===== src/hdl/mgmt_pkg.sv =====
/*
 * Constants shared by the management serial port and the register bank:
 * frame layout, register offsets, field positions, reset values and masks.
 * Assumes a 16-bit register file addressed by a 5-bit register number.
 */
package mgmt_pkg;

    localparam int unsigned DATA_W      = 16;
    localparam int unsigned ADDR_W      = 5;
    localparam int unsigned PREAMBLE_LEN = 32;
    localparam int unsigned CNT_W       = 6;
    localparam int unsigned OP_BITS     = 2;
    localparam int unsigned ADDR_BITS   = 2 * ADDR_W;
    localparam int unsigned TA_BITS     = 2;

    localparam logic [1:0] OP_READ  = 2'h2;
    localparam logic [1:0] OP_WRITE = 2'h1;

    // Register numbers
    localparam logic [4:0] REG_ID_LOW    = 5'h03;
    localparam logic [4:0] REG_ADVERTISE = 5'h04;
    localparam logic [4:0] REG_PARTNER   = 5'h05;
    localparam logic [4:0] REG_LINE_CFG1 = 5'h10;

    // Identifier fields
    localparam int unsigned ID_VENDOR_LSB = 10;
    localparam int unsigned ID_MODEL_LSB  = 4;

    // Advertisement / partner fields
    localparam int unsigned NEXT_PAGE_BIT   = 15;
    localparam int unsigned ACK_BIT         = 14;
    localparam int unsigned REMOTE_FAULT_BIT = 13;
    localparam logic [15:0] ADV_RESET      = 16'h01E1;
    localparam logic [15:0] ADV_WR_MASK    = 16'hBFFF;
    localparam logic [15:0] PARTNER_RESET  = 16'h0000;
    localparam logic [15:0] PARTNER_MASK   = 16'hE3E1;

    // Line configuration one fields
    localparam int unsigned CFG_LINK_OFF   = 15;
    localparam int unsigned CFG_TX_OFF     = 14;
    localparam int unsigned CFG_TX_PDN     = 13;
    localparam int unsigned CFG_LOOP_OFF   = 12;
    localparam int unsigned CFG_CODER_SKIP = 11;
    localparam int unsigned CFG_SCR_SKIP   = 10;
    localparam int unsigned CFG_EQ_SEL     = 8;
    localparam int unsigned CFG_CABLE      = 7;
    localparam int unsigned CFG_RX_LEVEL   = 6;
    localparam int unsigned CFG_TLVL_LSB   = 2;
    localparam int unsigned CFG_TLVL_MSB   = 5;
    localparam int unsigned CFG_EDGE_MSB   = 1;
    localparam logic [15:0] CFG_RESET      = 16'h0022;
    localparam logic [15:0] CFG_WR_MASK    = 16'hFFFF;

endpackage


===== src/hdl/mgmt_if.sv =====
/*
 * Register access carrier between the management serial port and the
 * register bank. Read data is combinational from the bank; write is a
 * one-cycle strobe with address and data.
 */
`timescale 1ns/1ps
interface mgmt_if;
    logic [mgmt_pkg::ADDR_W-1:0] rd_addr;
    logic [mgmt_pkg::DATA_W-1:0] rd_data;
    logic                        wr_en;
    logic [mgmt_pkg::ADDR_W-1:0] wr_addr;
    logic [mgmt_pkg::DATA_W-1:0] wr_data;

    modport port_side (output rd_addr, input rd_data, output wr_en, output wr_addr,
                       output wr_data);
    modport bank_side (input rd_addr, output rd_data, input wr_en, input wr_addr,
                       input wr_data);
endinterface


===== src/hdl/mgmt_serial_port.sv =====
/*
 * Serial management frame engine: preamble, start, opcode, device and
 * register address, turnaround and 16 data bits, most significant first.
 * Assumes mdc is far slower than sys_clk (at least 4 sys_clk per half).
 */
`timescale 1ns/1ps
module mgmt_serial_port #(
    parameter logic [4:0] PHY_ADDR = 5'h00
) (
    input  wire logic sys_clk,   // System clock
    input  wire logic rst,       // Synchronous reset
    input  wire logic mdc,       // Management clock pin
    input  wire logic mdio_in,   // Data pin level
    output logic      mdio_out,  // Data pin drive value
    output logic      mdio_oe,   // Data pin drive enable
    mgmt_if.port_side bus        // Register access
);
    typedef enum logic [5:0] {
        S_IDLE = 6'h01,
        S_ST1  = 6'h02,
        S_OP   = 6'h04,
        S_ADDR = 6'h08,
        S_TA   = 6'h10,
        S_DATA = 6'h20
    } state_t;

    typedef struct packed {
        state_t                      state;
        logic [mgmt_pkg::CNT_W-1:0]  cnt;
        logic [mgmt_pkg::DATA_W-1:0] sh;
        logic                        is_read;
        logic                        match;
        logic [mgmt_pkg::ADDR_W-1:0] addr;
        logic                        mdc_s1;
        logic                        mdc_s2;
        logic                        mdc_prev;
        logic                        dio_s1;
        logic                        dio_s2;
        logic                        oe;
        logic                        dout;
        logic                        wr_en;
    } port_state_t;

    localparam port_state_t RESET_STATE = '{state: S_IDLE, default: '0};

    port_state_t q;
    port_state_t d;
    logic        rise;
    logic        fall;
    logic [5:0]  cnt_inc;

    assign rise    = q.mdc_s2 & ~q.mdc_prev;
    assign fall    = ~q.mdc_s2 & q.mdc_prev;
    assign cnt_inc = q.cnt + 6'h01;

    always_comb begin
        d          = q;
        d.mdc_s1   = mdc;
        d.mdc_s2   = q.mdc_s1;
        d.mdc_prev = q.mdc_s2;
        d.dio_s1   = mdio_in;
        d.dio_s2   = q.dio_s1;
        d.wr_en    = 1'b0;
        if (rise) begin
            unique case (q.state)
                S_IDLE: begin
                    if (q.dio_s2) begin
                        if (q.cnt < mgmt_pkg::CNT_W'(mgmt_pkg::PREAMBLE_LEN)) begin
                            d.cnt = cnt_inc;
                        end
                    end else if (q.cnt == mgmt_pkg::CNT_W'(mgmt_pkg::PREAMBLE_LEN)) begin
                        d.state = S_ST1;
                        d.cnt   = '0;
                    end else begin
                        d.cnt = '0;
                    end
                end
                S_ST1: begin
                    d.state = q.dio_s2 ? S_OP : S_IDLE;
                end
                S_OP: begin
                    d.sh  = {q.sh[14:0], q.dio_s2};
                    d.cnt = cnt_inc;
                    if (cnt_inc == mgmt_pkg::CNT_W'(mgmt_pkg::OP_BITS)) begin
                        d.cnt     = '0;
                        d.is_read = ({q.sh[0], q.dio_s2} == mgmt_pkg::OP_READ);
                        if ({q.sh[0], q.dio_s2} == mgmt_pkg::OP_READ ||
                            {q.sh[0], q.dio_s2} == mgmt_pkg::OP_WRITE) begin
                            d.state = S_ADDR;
                        end else begin
                            d.state = S_IDLE;
                        end
                    end
                end
                S_ADDR: begin
                    d.sh  = {q.sh[14:0], q.dio_s2};
                    d.cnt = cnt_inc;
                    if (cnt_inc == mgmt_pkg::CNT_W'(mgmt_pkg::ADDR_BITS)) begin
                        d.cnt   = '0;
                        d.match = (q.sh[8:4] == PHY_ADDR);
                        d.addr  = {q.sh[3:0], q.dio_s2};
                        d.state = S_TA;
                    end
                end
                S_TA: begin
                    d.cnt = cnt_inc;
                    if (cnt_inc == mgmt_pkg::CNT_W'(mgmt_pkg::TA_BITS)) begin
                        d.cnt   = '0;
                        d.state = S_DATA;
                        d.sh    = bus.rd_data;
                    end
                end
                S_DATA: begin
                    d.cnt = cnt_inc;
                    if (!q.is_read) begin
                        d.sh = {q.sh[14:0], q.dio_s2}; // RULE1
                    end
                    if (cnt_inc == mgmt_pkg::CNT_W'(mgmt_pkg::DATA_W)) begin
                        d.cnt   = '0;
                        d.state = S_IDLE;
                        d.oe    = 1'b0;
                        d.wr_en = ~q.is_read & q.match;
                    end
                end
            endcase
        end else if (fall && q.is_read && q.match) begin
            // Turnaround drives a zero, then data leaves top bit first
            if (q.state == S_TA && q.cnt == 6'h01) begin
                d.oe   = 1'b1;
                d.dout = 1'b0;
            end else if (q.state == S_DATA) begin
                d.dout = q.sh[15]; // RULE1
                d.sh   = {q.sh[14:0], 1'b0};
            end
        end
    end

    always_ff @(posedge sys_clk) begin
        if (rst) begin
            q <= RESET_STATE;
        end else begin
            q <= d;
        end
    end

    assign mdio_out    = q.dout;
    assign mdio_oe     = q.oe;
    assign bus.rd_addr = q.addr;
    assign bus.wr_en   = q.wr_en;
    assign bus.wr_addr = q.addr;
    assign bus.wr_data = q.sh;

endmodule


===== src/hdl/autoneg_id_register_bank.sv =====
/*
 * Management register bank of a 10/100 twisted-pair PHY: identifier low
 * word, advertisement, link partner ability and line configuration one,
 * reached over the serial management pins.
 * Assumes negotiation and line events arrive from logic on sys_clk.
 */
// Contract
// RULE1: Registers shift most significant bit first
// RULE2: Identifier low word read-only vendor/model/revision
// RULE3: Next-page flag writable, resets to zero
// RULE4: Software keeps next-page flag at zero
// RULE5: Acknowledge bit read-only, set on recognition
// RULE6: Remote fault bit writable, resets zero
// RULE7: Ability bits reset 0-1111, reserved writable zero
// RULE8: Selector bit writable, resets to one
// RULE9: Partner register read-only, resets to zero
// RULE10: Partner acknowledge bit read-only, reset zero
// RULE11: Partner remote fault read-only, reset zero
// RULE12: Line configuration one fully writable layout
// RULE13: Coder skip bit bypasses block coding
// RULE14: Scrambler skip bit bypasses scrambling
// RULE15: Link detect off forces link pass
// RULE16: Writes to read-only bits ignored
`timescale 1ns/1ps
module autoneg_id_register_bank #(
    parameter logic [4:0] PHY_ADDR      = 5'h00, // Device address on the port
    parameter logic [5:0] VENDOR_ID_BITS = 6'h15, // Arbitrary value
    parameter logic [5:0] MODEL_NUMBER  = 6'h2A, // Arbitrary value
    parameter logic [3:0] REVISION      = 4'h1   // Arbitrary value
) (
    input  wire logic        sys_clk,               // 200 MHz clock
    input  wire logic        rst,                   // Synchronous reset
    input  wire logic        mdc,                   // Management clock pin
    input  wire logic        mdio_in,               // Management data pin in
    output logic             mdio_out,              // Management data pin out
    output logic             mdio_oe,               // Management data drive enable
    input  wire logic        word_recognized,       // Partner word recognized
    input  wire logic        partner_valid,         // Partner word arrived
    input  wire logic [15:0] partner_word,          // Partner base page
    input  wire logic        link_detect_raw,       // Receive link detector
    output logic [15:0]      advertised_word,       // Base page to send
    output logic             link_pass,             // Link state after override
    output logic             link_detect_off,       // Link detection disabled
    output logic             transmitter_off,       // Transmitter disabled
    output logic             transmitter_powerdown, // Transmitter powered down
    output logic             tx_to_carrier_loop_off,// Loopback to carrier off
    output logic             block_coder_skip,      // Bypass block coder
    output logic             scrambler_skip,        // Bypass scrambler
    output logic             equalizer_select,      // Equalizer at zero length
    output logic             cable_type_stp,        // Shielded cable
    output logic             receive_level_adjust,  // Reduced squelch
    output logic [3:0]       transmit_level,        // Output level trim
    output logic [1:0]       edge_rate              // Rise/fall trim
);
    typedef struct packed {
        logic [15:0] adv;
        logic [15:0] partner;
        logic [15:0] cfg;
        logic        link_pass;
    } bank_state_t;

    localparam bank_state_t RESET_STATE = '{
        adv:       mgmt_pkg::ADV_RESET,     // RULE3 RULE6 RULE7 RULE8
        partner:   mgmt_pkg::PARTNER_RESET, // RULE9 RULE10 RULE11
        cfg:       mgmt_pkg::CFG_RESET,
        link_pass: 1'b0
    };

    function automatic logic [15:0] merge(input logic [15:0] old_v,
                                          input logic [15:0] new_v,
                                          input logic [15:0] mask);
        merge = (old_v & ~mask) | (new_v & mask);
    endfunction

    mgmt_if      bus ();
    bank_state_t q;
    bank_state_t d;

    mgmt_serial_port #(
        .PHY_ADDR (PHY_ADDR)
    ) u_port (
        .sys_clk  (sys_clk),
        .rst      (rst),
        .mdc      (mdc),
        .mdio_in  (mdio_in),
        .mdio_out (mdio_out),
        .mdio_oe  (mdio_oe),
        .bus      (bus)
    );

    always_comb begin
        d = q;
        if (bus.wr_en) begin
            unique case (bus.wr_addr)
                mgmt_pkg::REG_ADVERTISE: begin
                    d.adv = merge(q.adv, bus.wr_data, mgmt_pkg::ADV_WR_MASK); // RULE3 RULE6 RULE7 RULE8 RULE16
                end
                mgmt_pkg::REG_LINE_CFG1: begin
                    d.cfg = merge(q.cfg, bus.wr_data, mgmt_pkg::CFG_WR_MASK); // RULE12
                end
                default: begin
                end
            endcase
        end
        d.adv[mgmt_pkg::ACK_BIT] = word_recognized; // RULE5 RULE16
        if (partner_valid) begin
            d.partner = partner_word & mgmt_pkg::PARTNER_MASK; // RULE9 RULE10 RULE11
        end
        d.link_pass = q.cfg[mgmt_pkg::CFG_LINK_OFF] | link_detect_raw; // RULE15
    end

    always_ff @(posedge sys_clk) begin
        if (rst) begin
            q <= RESET_STATE;
        end else begin
            q <= d;
        end
    end

    always_comb begin
        unique case (bus.rd_addr)
            mgmt_pkg::REG_ID_LOW: begin
                bus.rd_data = {VENDOR_ID_BITS, MODEL_NUMBER, REVISION}; // RULE2
            end
            mgmt_pkg::REG_ADVERTISE: begin
                bus.rd_data = q.adv;
            end
            mgmt_pkg::REG_PARTNER: begin
                bus.rd_data = q.partner; // RULE16
            end
            mgmt_pkg::REG_LINE_CFG1: begin
                bus.rd_data = q.cfg;
            end
            default: begin
                bus.rd_data = '0;
            end
        endcase
    end

    assign advertised_word        = q.adv;
    assign link_pass              = q.link_pass;
    assign link_detect_off        = q.cfg[mgmt_pkg::CFG_LINK_OFF];   // RULE15
    assign transmitter_off        = q.cfg[mgmt_pkg::CFG_TX_OFF];
    assign transmitter_powerdown  = q.cfg[mgmt_pkg::CFG_TX_PDN];
    assign tx_to_carrier_loop_off = q.cfg[mgmt_pkg::CFG_LOOP_OFF];
    assign block_coder_skip       = q.cfg[mgmt_pkg::CFG_CODER_SKIP]; // RULE13
    assign scrambler_skip         = q.cfg[mgmt_pkg::CFG_SCR_SKIP];   // RULE14
    assign equalizer_select       = q.cfg[mgmt_pkg::CFG_EQ_SEL];
    assign cable_type_stp         = q.cfg[mgmt_pkg::CFG_CABLE];
    assign receive_level_adjust   = q.cfg[mgmt_pkg::CFG_RX_LEVEL];
    assign transmit_level         = q.cfg[mgmt_pkg::CFG_TLVL_MSB:mgmt_pkg::CFG_TLVL_LSB];
    assign edge_rate              = q.cfg[mgmt_pkg::CFG_EDGE_MSB:0];

endmodule


===== config.mk =====
export PLATFORM = sky130hd
export DESIGN_NAME = autoneg_id_register_bank
export DESIGN_NICKNAME = d
export VERILOG_FILES = /design/src/hdl/mgmt_pkg.sv /design/src/hdl/mgmt_if.sv /design/src/hdl/mgmt_serial_port.sv /design/src/hdl/autoneg_id_register_bank.sv
export SDC_FILE = /design/constraint.sdc
export NUM_CORES = 1
export LEC_CHECK = 0
export ABC_AREA = 0
export BUFFER_PORTS_ARGS = -buffer_cell sky130_fd_sc_hd__buf_4
export CORE_ASPECT_RATIO = 0.5
export CORE_MARGIN = 3
export CORE_UTILIZATION = 38
export DETAILED_ROUTE_END_ITERATION = 8
export SLEW_MARGIN = 15
export SYNTH_ARGS = -nofsm -noshare
export SYNTH_HDL_FRONTEND = slang
export SYNTH_HIERARCHICAL = 1
export SYNTH_SLANG_ARGS = --single-unit

===== constraint.sdc =====
create_clock -name sys_clk -period 3.2 [get_ports sys_clk]
set_input_delay 0.64 -clock sys_clk [delete_from_list [all_inputs] [get_ports sys_clk]]
set_output_delay 0.64 -clock sys_clk [all_outputs]
set_load 0.01 [all_outputs]

# After elaboration in Yosys (flattened, before gate mapping)
# Index checks and enable logic that the tools add are counted.
[op_classes] reduce_logical=22 add_sub_neg=1 multipliers=0 div=0 order_cmp=1 n_bitwise=11 muxes=26 n_eq_ne=29 n_shift=0
[ops] cell="$mux W16" count=5
[ops] cell="$pmux W16 S4" count=1
[ops] cell="$pmux W16 S3" count=1
[ops] cell="$mux W12" count=3
[ops] cell="$pmux W6 S6" count=1
[ops] cell="$pmux W6 S5" count=1
[ops] cell="$mux W28" count=1
[ops] cell="$mux W6" count=4
[ops] cell="$or A15 B16 Y16" count=1
[ops] cell="$eq A6 B1 Y1 const B" count=2
[ops] cell="$eq A6 B2 Y1 const B" count=2
[ops] cell="$eq A6 B4 Y1 const B" count=2
[ops] cell="$eq A6 B5 Y1 const B" count=2
[ops] cell="$eq A6 B6 Y1 const B" count=2
[ops] cell="$ne A2 B1 Y1 const B" count=6
[ops] cell="$reduce_and A3 Y1" count=4
[ops] cell="$eq A5 B3 Y1 const B" count=2
[ops] cell="$ne A3 B3 Y1 const B" count=3
[ops] cell="$reduce_bool A2 Y1" count=4
[ops] cell="$reduce_and A7 Y1" count=1
[ops] cell="$add A6 B1 Y6 const B" count=1
[ops] cell="$eq A6 B3 Y1 const B" count=1
[ops] cell="$lt A6 B6 Y1 const B" count=1
[ops] cell="$mux W1" count=6
[ops] cell="other kinds (21)" count=33
[word_totals] out_inout_bits=34 ramBits=0 ff_bits=85 word_cells=109 romBits=0 latchBits=0 inputBits=23 mem_count=0

# Depth between registers and ports, before layout
# Gate-level depths: netlist of run 1.
[depth] depth_word=6 depth_mapped=10 ltp_nobuf=8

# By module
# Netlist of run 1, hierarchy kept.
[modules_own_cells] mod="mgmt_serial_port" area_each_um2=2532.4 instances=1 cells_per_inst=306 seq_area_each_um2=860.8
[modules_own_cells] mod="autoneg_id_register_bank" area_each_um2=2197.1 instances=1 cells_per_inst=228 seq_area_each_um2=840.8

# Worst setup path after synthesis of run 1
# No wires, ideal clock.
[synth_path] kind="flip-flop to flip-flop" start="reg u_port/q[31] in the netlist's numbering" end="reg u_port/q[39] in the netlist's numbering" period_less_slack_ps=2434 setup_ps=70 t_arrival_ps=2363 setup_slack_ps=766 stages_incl_launch_ff=8 t_required_ps=3130 path_buffers=1 cell_sequence="dfxtp_1 ha_1 buf_2 or3_2 a22o_1 a221o_1 or4_1 a21oi_1"
[synth_via] elab_chain_cells=4 word_cells_on_any_way=11 classes_between="add/sub (1); eq/ne (9); reduce/logical (1)"
[synth_lines] element="start, declared" line="mgmt_serial_port.sv:46" rtl="port_state_t q;"
[synth_lines] element="start signal, assigned" line="mgmt_serial_port.sv:140" rtl="q <= RESET_STATE;"
[synth_lines] element="start signal, assigned" line="mgmt_serial_port.sv:142" rtl="q <= d;"
[synth_lines] element="$add A6 B1 Y6" line="mgmt_serial_port.sv:54" rtl="assign cnt_inc = q.cnt + 6'h01;"
[synth_lines] element="$eq A6 B2 Y1 (tied with other cells)" line="mgmt_serial_port.sv:84, mgmt_serial_port.sv:107"
[synth_lines] element="$ne A2 B1 Y1 (no source line)"
[synth_lines] element="$reduce_and A7 Y1 (no source line) *"
# Mark *: on every way between the ends. The rest lies on a longest branch, timed or not.
# A chain may end at the register's enable or synchronous reset.

# Worst setup path after layout of run 1
[layout_path] start="reg u_port/q[32] in the netlist's numbering" end="reg u_port/q[39] in the netlist's numbering"
# The elaborated chain is that of the path after synthesis.

==> results.py, run 1 <==
metrics = {
    "clock_tree": {
        "root_buffer": "clkbuf_16",
        "clkSinkCount": 85,
        "clkTransAtPathRegs_ns": 0.06,
        "post_cts_buffers": 0,
        "clockBufferDepth": 2,
        "ctsHoldBuffers": 0,
        "clk_latency_ns": 0.34,
        "htree_num_levels": 3,
        "post_cts_resized": 0,
        "cts_tree": "done",
        "numCtsBuffers": 9,
    },
    "detailed_routing": {
        "routed_via_density": 5.36,
        "totalWireLength_um": 11400,
        "dr.pass1.iters": 4,
        "drc": 0,
        "num_vias": 3695,
        "drtAntennaViolNets": 0,
        "wire_per_inst_um": 16.6,
        "drtIter0Drc": 228,
    },
    "setup_path": {
        "required_ns": 3.46,
        "cp-end-kind": "flip-flop",
        "crit_type": "reg2reg",
        "cp_max_fo": 11,
        "start_kind": "flip-flop",
        "timing.rr.end": "u_port/q[39]$_SDFFE_PP0P_",
        "ff2ff_setup_slack_ns": 0.36,
        "crit_arrival_ns": 3.10,
        "reg2reg_depth": 7,
        "r2r-start": "u_port/q[32]$_SDFFE_PP0P_",
    },
    "worst_hold_path": {
        "holdPathStages": 1,
        "hold_class": "reg2reg",
        "hp-start": "u_port/d[6]$_SDFF_PP0_",
        "worstHoldEndpoint": "u_port/d[5]$_SDFF_PP0_",
    },
    "global_routing": {
        "grt_pass1_vias": 3373,
        "gr-total-overflow": 0,
        "grt_first_pass_wirelength_um": 18300,
        "grt_max_degree": 111,
        "antenna_found_initial": 0,
        "grt_usage_pct": 16.6,
    },
    "synth": {
        "synth_top_area_cell": "dfxtp_1",
        "synth_seq_cells": 85,
        "synth.area.top_cells": "dfxtp_1 (36%), mux2i_1 (8.9%), buf_4 (7.6%)",
        "synth_edf_count": 0,
        "synth_area_per_cell_um2": 8.86,
        "synth_flop_cell": "dfxtp_1",
        "yosys_warnings": 6,
        "syn-num-nets": 562,
        "synthArstFlopShare_pct": 0,
        "synthDistinctLibCells": 54,
        "synthesis.area_mm2": 0.00473,
        "yosysSeqAreaShare_pct": 36.0,
        "yosys.area.top_type_share_pct": 36.0,
        "syn_inst": 534,
    },
    "sta": {
        "slew_viol_final": 0,
        "min_period_ns": 2.84,
        "rsz0062_at_grt": "false",
        "hold_viol_final": 0,
        "fin_crit_sh_pct": 88.7,
        "clock.fmax_ghz": 0.352,
        "finalSetupViolations": 0,
        "tightest_slew_ns": 0.991,
        "maxSlewHeadroom_pct": 33.9,
        "clock_skew_ns": 0.00762,
        "finalSetupTns_ns": 0,
    },
    "power": {
        "peakVddDrop_mv": 0.289,
        "leakagePower_nw": 1.95,
        "fin_total_pwr_w": 0.00219,
        "power_density_mw_per_mm2": 426,
    },
    "placement": {
        "io_buffers": 49,
        "routabilityCongestion": 0.846,
        "dpl.hpwl_um": 7720,
    },
    "floorplanning": {
        "die-area_mm2": 0.0139,
        "die-width_um": 164,
        "io_pins": 57,
        "start_util_pct": 39.5,
        "rows": 28,
        "core_mm2": 0.0120,
        "fp.dieH_um": 84.9,
    },
    "outcome": {
        "status": "finished, final reports clean",
    },
    "finish": {
        "syn_to_final_growth_pct": 8.70,
        "antenna_cells": 0,
        "num-fill-cells": 1208,
        "fin_nets": 548,
        "final_util_pct": 42.9,
        "drive_gt1_share_pct": 16.0,
    },
    "job": {
        "max-cap-violations": 0,
    },
}
-- cells in the final DEF (no fill, tap or decap), types with 6 or more instances in the layout --
| cell type | n |
|---|---|
| clkbuf_16 | 9 |
| dfxtp_1 | 85 |
| a221o_1 | 12 |
| a221oi_1 | 17 |
| a21oi_1 | 22 |
| nor3_1 | 16 |
| a22o_1 | 8 |
| buf_4 | 60 |
| mux2i_1 | 42 |
| nand2b_1 | 42 |
| nand3b_1 | 12 |
| nor4_1 | 6 |
| nand2_1 | 15 |
| nor2_1 | 43 |
| o21ai_0 | 16 |
| inv_1 | 7 |
| nor2b_1 | 23 |
-- where the power goes --
| group | internal, W | leakage (nW) | switching, W | total, W |
|---|---|---|---|---|
| Combinational | 0.0000354 | 1.13 | 0.0000387 | 0.0000741 |
| Sequential | 0.00107 | 0.688 | 0.00000782 | 0.00108 |
| Clock | 0.000605 | 0.139 | 0.000432 | 0.00104 |
| Total | 0.00171 | 1.95 | 0.000479 | 0.00219 |
-- cell usage after synthesis, types with 12 or more instances --
cell type and instances:
nand2b_1 42, a221o_1 12, nor3_1 16, a221oi_1 17
clkbuf_1 26, mux2i_1 42, dfxtp_1 85, nand3b_1 12
nor2_1 43, o21ai_0 16, buf_4 48, nor2b_1 23
a21oi_1 22, nand2_1 15
-- critical path, cell delays in order, from the launching register on --
cell       delay, ns
dfxtp_1         0.52
ha_1            0.31
and3_2          0.26
o2111ai_1       0.22
a22o_1          0.34
a221o_1         0.46
or4_1           0.50
a21oi_1         0.15
-- sequential cells by signal (all words and copies together) (netlist names), 2 cells and up --
| signal | cells |
|---|---|
| u_port/bus.wr_data | 16 |
| edge_rate | 2 |
| u_port/q | 16 |
| u_port/d | 3 |
| transmit_level | 4 |
| advertised_word | 16 |
| u_port/bus.rd_addr | 5 |
| q | 10 |
-- layout make-up --
cell class                 instances  area, um^2  share of cell area (%)
inverter                           7        26.3                   0.511
clock inverter                     5        60.1                    1.17
sequential                        85        1700                    33.1
clock buffer                      10         229                    4.45
multi-input combinational        357        2470                    48.0
timing repair buffer              60         450                    8.76
tap                              165         206                    4.02
-- worst max-delay path by stage --
stage,from,endpoint,slack (ns)
final,u_port/q[32]$_SDFFE_PP0P_,u_port/q[39]$_SDFFE_PP0P_,0.36
after global routing,u_port/q[32]$_SDFFE_PP0P_,u_port/q[39]$_SDFFE_PP0P_,0.23
after CTS,u_port/q[32]$_SDFFE_PP0P_,u_port/q[39]$_SDFFE_PP0P_,0.42
after detailed placement,u_port/q[32]$_SDFFE_PP0P_,u_port/q[39]$_SDFFE_PP0P_,0.44
after global placement,u_port/q[32]$_SDFFE_PP0P_,u_port/q[39]$_SDFFE_PP0P_,0.51
after floorplan,u_port/q[31]$_SDFFE_PP0P_,u_port/q[39]$_SDFFE_PP0P_,0.77
-- kinds of logic (layout without fill, tap and decap cells) --
| family | count (synthesis) | count (layout) | synth area share [%] |
|---|---|---|---|
| buffers and inverters | 92 | 82 | 12.0 |
| AOI/OAI and AO/OA | 103 | 103 | 15.9 |
| and+or+nand+nor | 203 | 203 | 25.1 |
| xor gates and xnor gates | 3 | 3 | 0.556 |
| DFF | 85 | 85 | 36.0 |
| adders and majority gates | 5 | 5 | 1.32 |
| muxes | 43 | 43 | 9.13 |
-- layer usage --
layer,track usage [%],vias to the layer above,wire length [um]
met3,4.58,12,538
met5,0,-,0
li1,-,1847,-
met1,24.0,1757,5860
met2,24.0,79,4900
met4,4.76,0,151
-- metrics by stage --
| stage | hold slack (ns) | instances | setup WS, ns | instance area (um^2) |
|---|---|---|---|---|
| 2_1_floorplan | 0.414 | 534 | 0.766 | 4730 |
| 3_3_place_gp | 0.421 | 674 | 0.513 | 4850 |
| 3_5_place_dp | 0.433 | 674 | 0.442 | 4850 |
| 4_1_cts | 0.436 | 689 | 0.416 | 5140 |
| 5_1_grt | 0.461 | 689 | 0.231 | 5140 |
| 6_report | 0.434 | 689 | 0.360 | 5140 |
No activity file was read; power rests on OpenSTA's default activity.
==> run 2: changes to the inputs <==
--- a/config.mk
+++ b/config.mk
@@ -6,7 +6,7 @@
 export NUM_CORES = 1
 export LEC_CHECK = 0
 export ABC_AREA = 0
-export BUFFER_PORTS_ARGS = -buffer_cell sky130_fd_sc_hd__buf_4
+export BUFFER_PORTS_ARGS = -buffer_cell sky130_fd_sc_hd__buf_2
 export CORE_ASPECT_RATIO = 0.5
 export CORE_MARGIN = 3
 export CORE_UTILIZATION = 38
==> run 2 against run 1 <==
Net effect:
- non-clock buffer count up 2
- clock power up 17%
- combinational power down 5.7%
- sequential cell count unchanged
- maximum frequency up 6.2%
- worst setup slack better by 0.17 ns
- largest cell class unchanged
- highest routed layer unchanged
==> results.py, run 2 (synthesis results as in run 1) <==
metrics = {
    "setup_path": {
        "cp-end-kind": "flip-flop",
        "cp_max_fo": 9,
        "path_delay_family": "compound AO/OA/AOI/OAI gates",
        "cpPeakStageDelay_ns": 0.50,
        "path_cells": "ha_1 > or3_2 > o31ai_1 > o211ai_1 > a221o_1 > or4_1 > a21oi_1",
        "required_ns": 3.47,
        "critical-path-slowest-cell": "or3_2",
        "crit_arrival_ns": 2.94,
        "start_kind": "flip-flop",
        "reg2reg_depth": 7,
        "critical_path_cell_count": 7,
        "crit_type": "reg2reg",
        "ff2ff_setup_slack_ns": 0.53,
        "cp_num_buf_inv": 0,
    },
    "power": {
        "power_frac_comb_pct": 3.0,
        "power.internal_w": 0.00189,
        "peakVddDrop_mv": 0.240,
        "sw_frac_of_total_pct": 20.3,
        "leakagePower_nw": 1.97,
        "power_frac_seq_pct": 45.4,
        "switchingPower_w": 0.000482,
        "p_clk_share_pct": 51.6,
        "power_density_mw_per_mm2": 465,
    },
    "floorplanning": {
        "fp.dieH_um": 84.9,
        "die-width_um": 164,
        "core_mm2": 0.0120,
        "die-area_mm2": 0.0139,
        "io_pins": 57,
        "start_util_pct": 39.5,
        "rows": 28,
    },
    "placement": {
        "io_buffers": 49,
        "placed_cells": 676,
        "dpl.hpwl_um": 7880,
        "placed_area_mm2": 0.00474,
        "routabilityCongestion": 0.890,
    },
    "clock_tree": {
        "htree_num_levels": 3,
        "numCtsBuffers": 9,
        "clkSinkCount": 85,
        "clk_latency_ns": 0.34,
        "clkTransAtPathRegs_ns": 0.06,
        "post_cts_buffers": 0,
        "root_buffer": "clkbuf_16",
        "clockBufferDepth": 2,
        "cts_tree": "done",
        "ctsHoldBuffers": 0,
        "post_cts_resized": 0,
    },
    "detailed_routing": {
        "totalWireLength_um": 11500,
        "wire_per_inst_um": 16.6,
        "dr.pass1.iters": 4,
        "num_vias": 3716,
        "routed_via_density": 5.37,
        "drc": 0,
        "drtIter0Drc": 293,
        "drtAntennaViolNets": 0,
    },
    "job": {
        "max-cap-violations": 0,
    },
    "finish": {
        "fin_nets": 550,
        "syn_to_final_growth_pct": 7.72,
        "stdcell_count": 692,
        "final_util_pct": 42.5,
        "drive_gt1_share_pct": 16.5,
        "final_common_cell": "dfxtp_1",
        "final_cell_mix": "dfxtp_1 (85), buf_2 (49), nor2_1 (43)",
        "antenna_cells": 0,
        "stdcell_area_mm2": 0.00509,
    },
    "sta": {
        "finalSetupViolations": 0,
        "slew_viol_final": 0,
        "maxSlewHeadroom_pct": 54.2,
        "hold_viol_final": 0,
        "finalSetupTns_ns": 0,
        "rsz0062_at_grt": "false",
        "hold_ws_ns": 0.441,
        "min_period_ns": 2.67,
        "clock_skew_ns": 0.00832,
        "clock.fmax_ghz": 0.374,
        "fin_crit_sh_pct": 83.6,
        "tightest_slew_ns": 0.684,
    },
    "global_routing": {
        "grt_first_pass_wirelength_um": 19000,
        "grt_usage_pct": 17.1,
        "antenna_found_initial": 0,
        "grt_max_degree": 55,
        "gr-total-overflow": 0,
        "grt_pass1_vias": 3586,
    },
    "worst_hold_path": {
        "holdPathStages": 1,
        "hold_class": "reg2reg",
    },
    "outcome": {
        "status": "finished, final reports clean",
    },
}
## run 2: changes by cell type in the layout (fill, tap and decap cells not counted), sizes merged
cell,previous run,this run
clkinv,1,2
inv,9,7
clkbuf,10,11
bufinv,1,3
clkinvlp,1,0
buf,60,62
## run 2: power groups by stage
stage	Combinational, W	Clock (W)	Sequential, W
3_3_place_gp	0.0000691	0	0.00110
3_5_place_dp	0.0000703	0	0.00110
2_1_floorplan	0.0000498	0	0.00110
5_1_grt	0.0000780	0.00129	0.00108
4_1_cts	0.0000706	0.00124	0.00108
6_report	0.0000699	0.00122	0.00108
## run 2: path summary, 6_finish.rpt
kind / from / to
hold reg to reg: u_port/d[3]$_SDFF_PP0_ / u_port/q[3]$_SDFF_PP0_
setup reg to reg: u_port/q[31]$_SDFFE_PP0P_ / u_port/q[39]$_SDFFE_PP0P_
setup / recovery: u_port/q[31]$_SDFFE_PP0P_ / u_port/q[39]$_SDFFE_PP0P_
hold / removal: u_port/d[3]$_SDFF_PP0_ / u_port/q[3]$_SDFF_PP0_
## run 2: metal layers
layer | GRT usage, % | vias to the layer above | wire length (um)
li1 | - | 1851 | -
met1 | 24.0 | 1779 | 5730
met2 | 25.5 | 74 | 5020
met3 | 4.58 | 12 | 553
met4 | 5.83 | 0 | 192
met5 | 0 | - | 0
## run 2: final cells by class
cell class	instances	area (um^2)
Fill cell	1197	6890
Sequential cell	85	1700
Timing Repair Buffer	62	343
Clock inverter	5	108
Inverter	7	26.3
Tap cell	165	206
Clock buffer	11	243
Multi-Input combinational cell	357	2470
## run 2: through the flow
step                power (W)  worst slack, ns
floorplan             0.00115            0.766
detailed placement    0.00117            0.578
global route          0.00244            0.388
global placement      0.00117            0.604
finish                0.00237            0.526
CTS                   0.00239            0.553
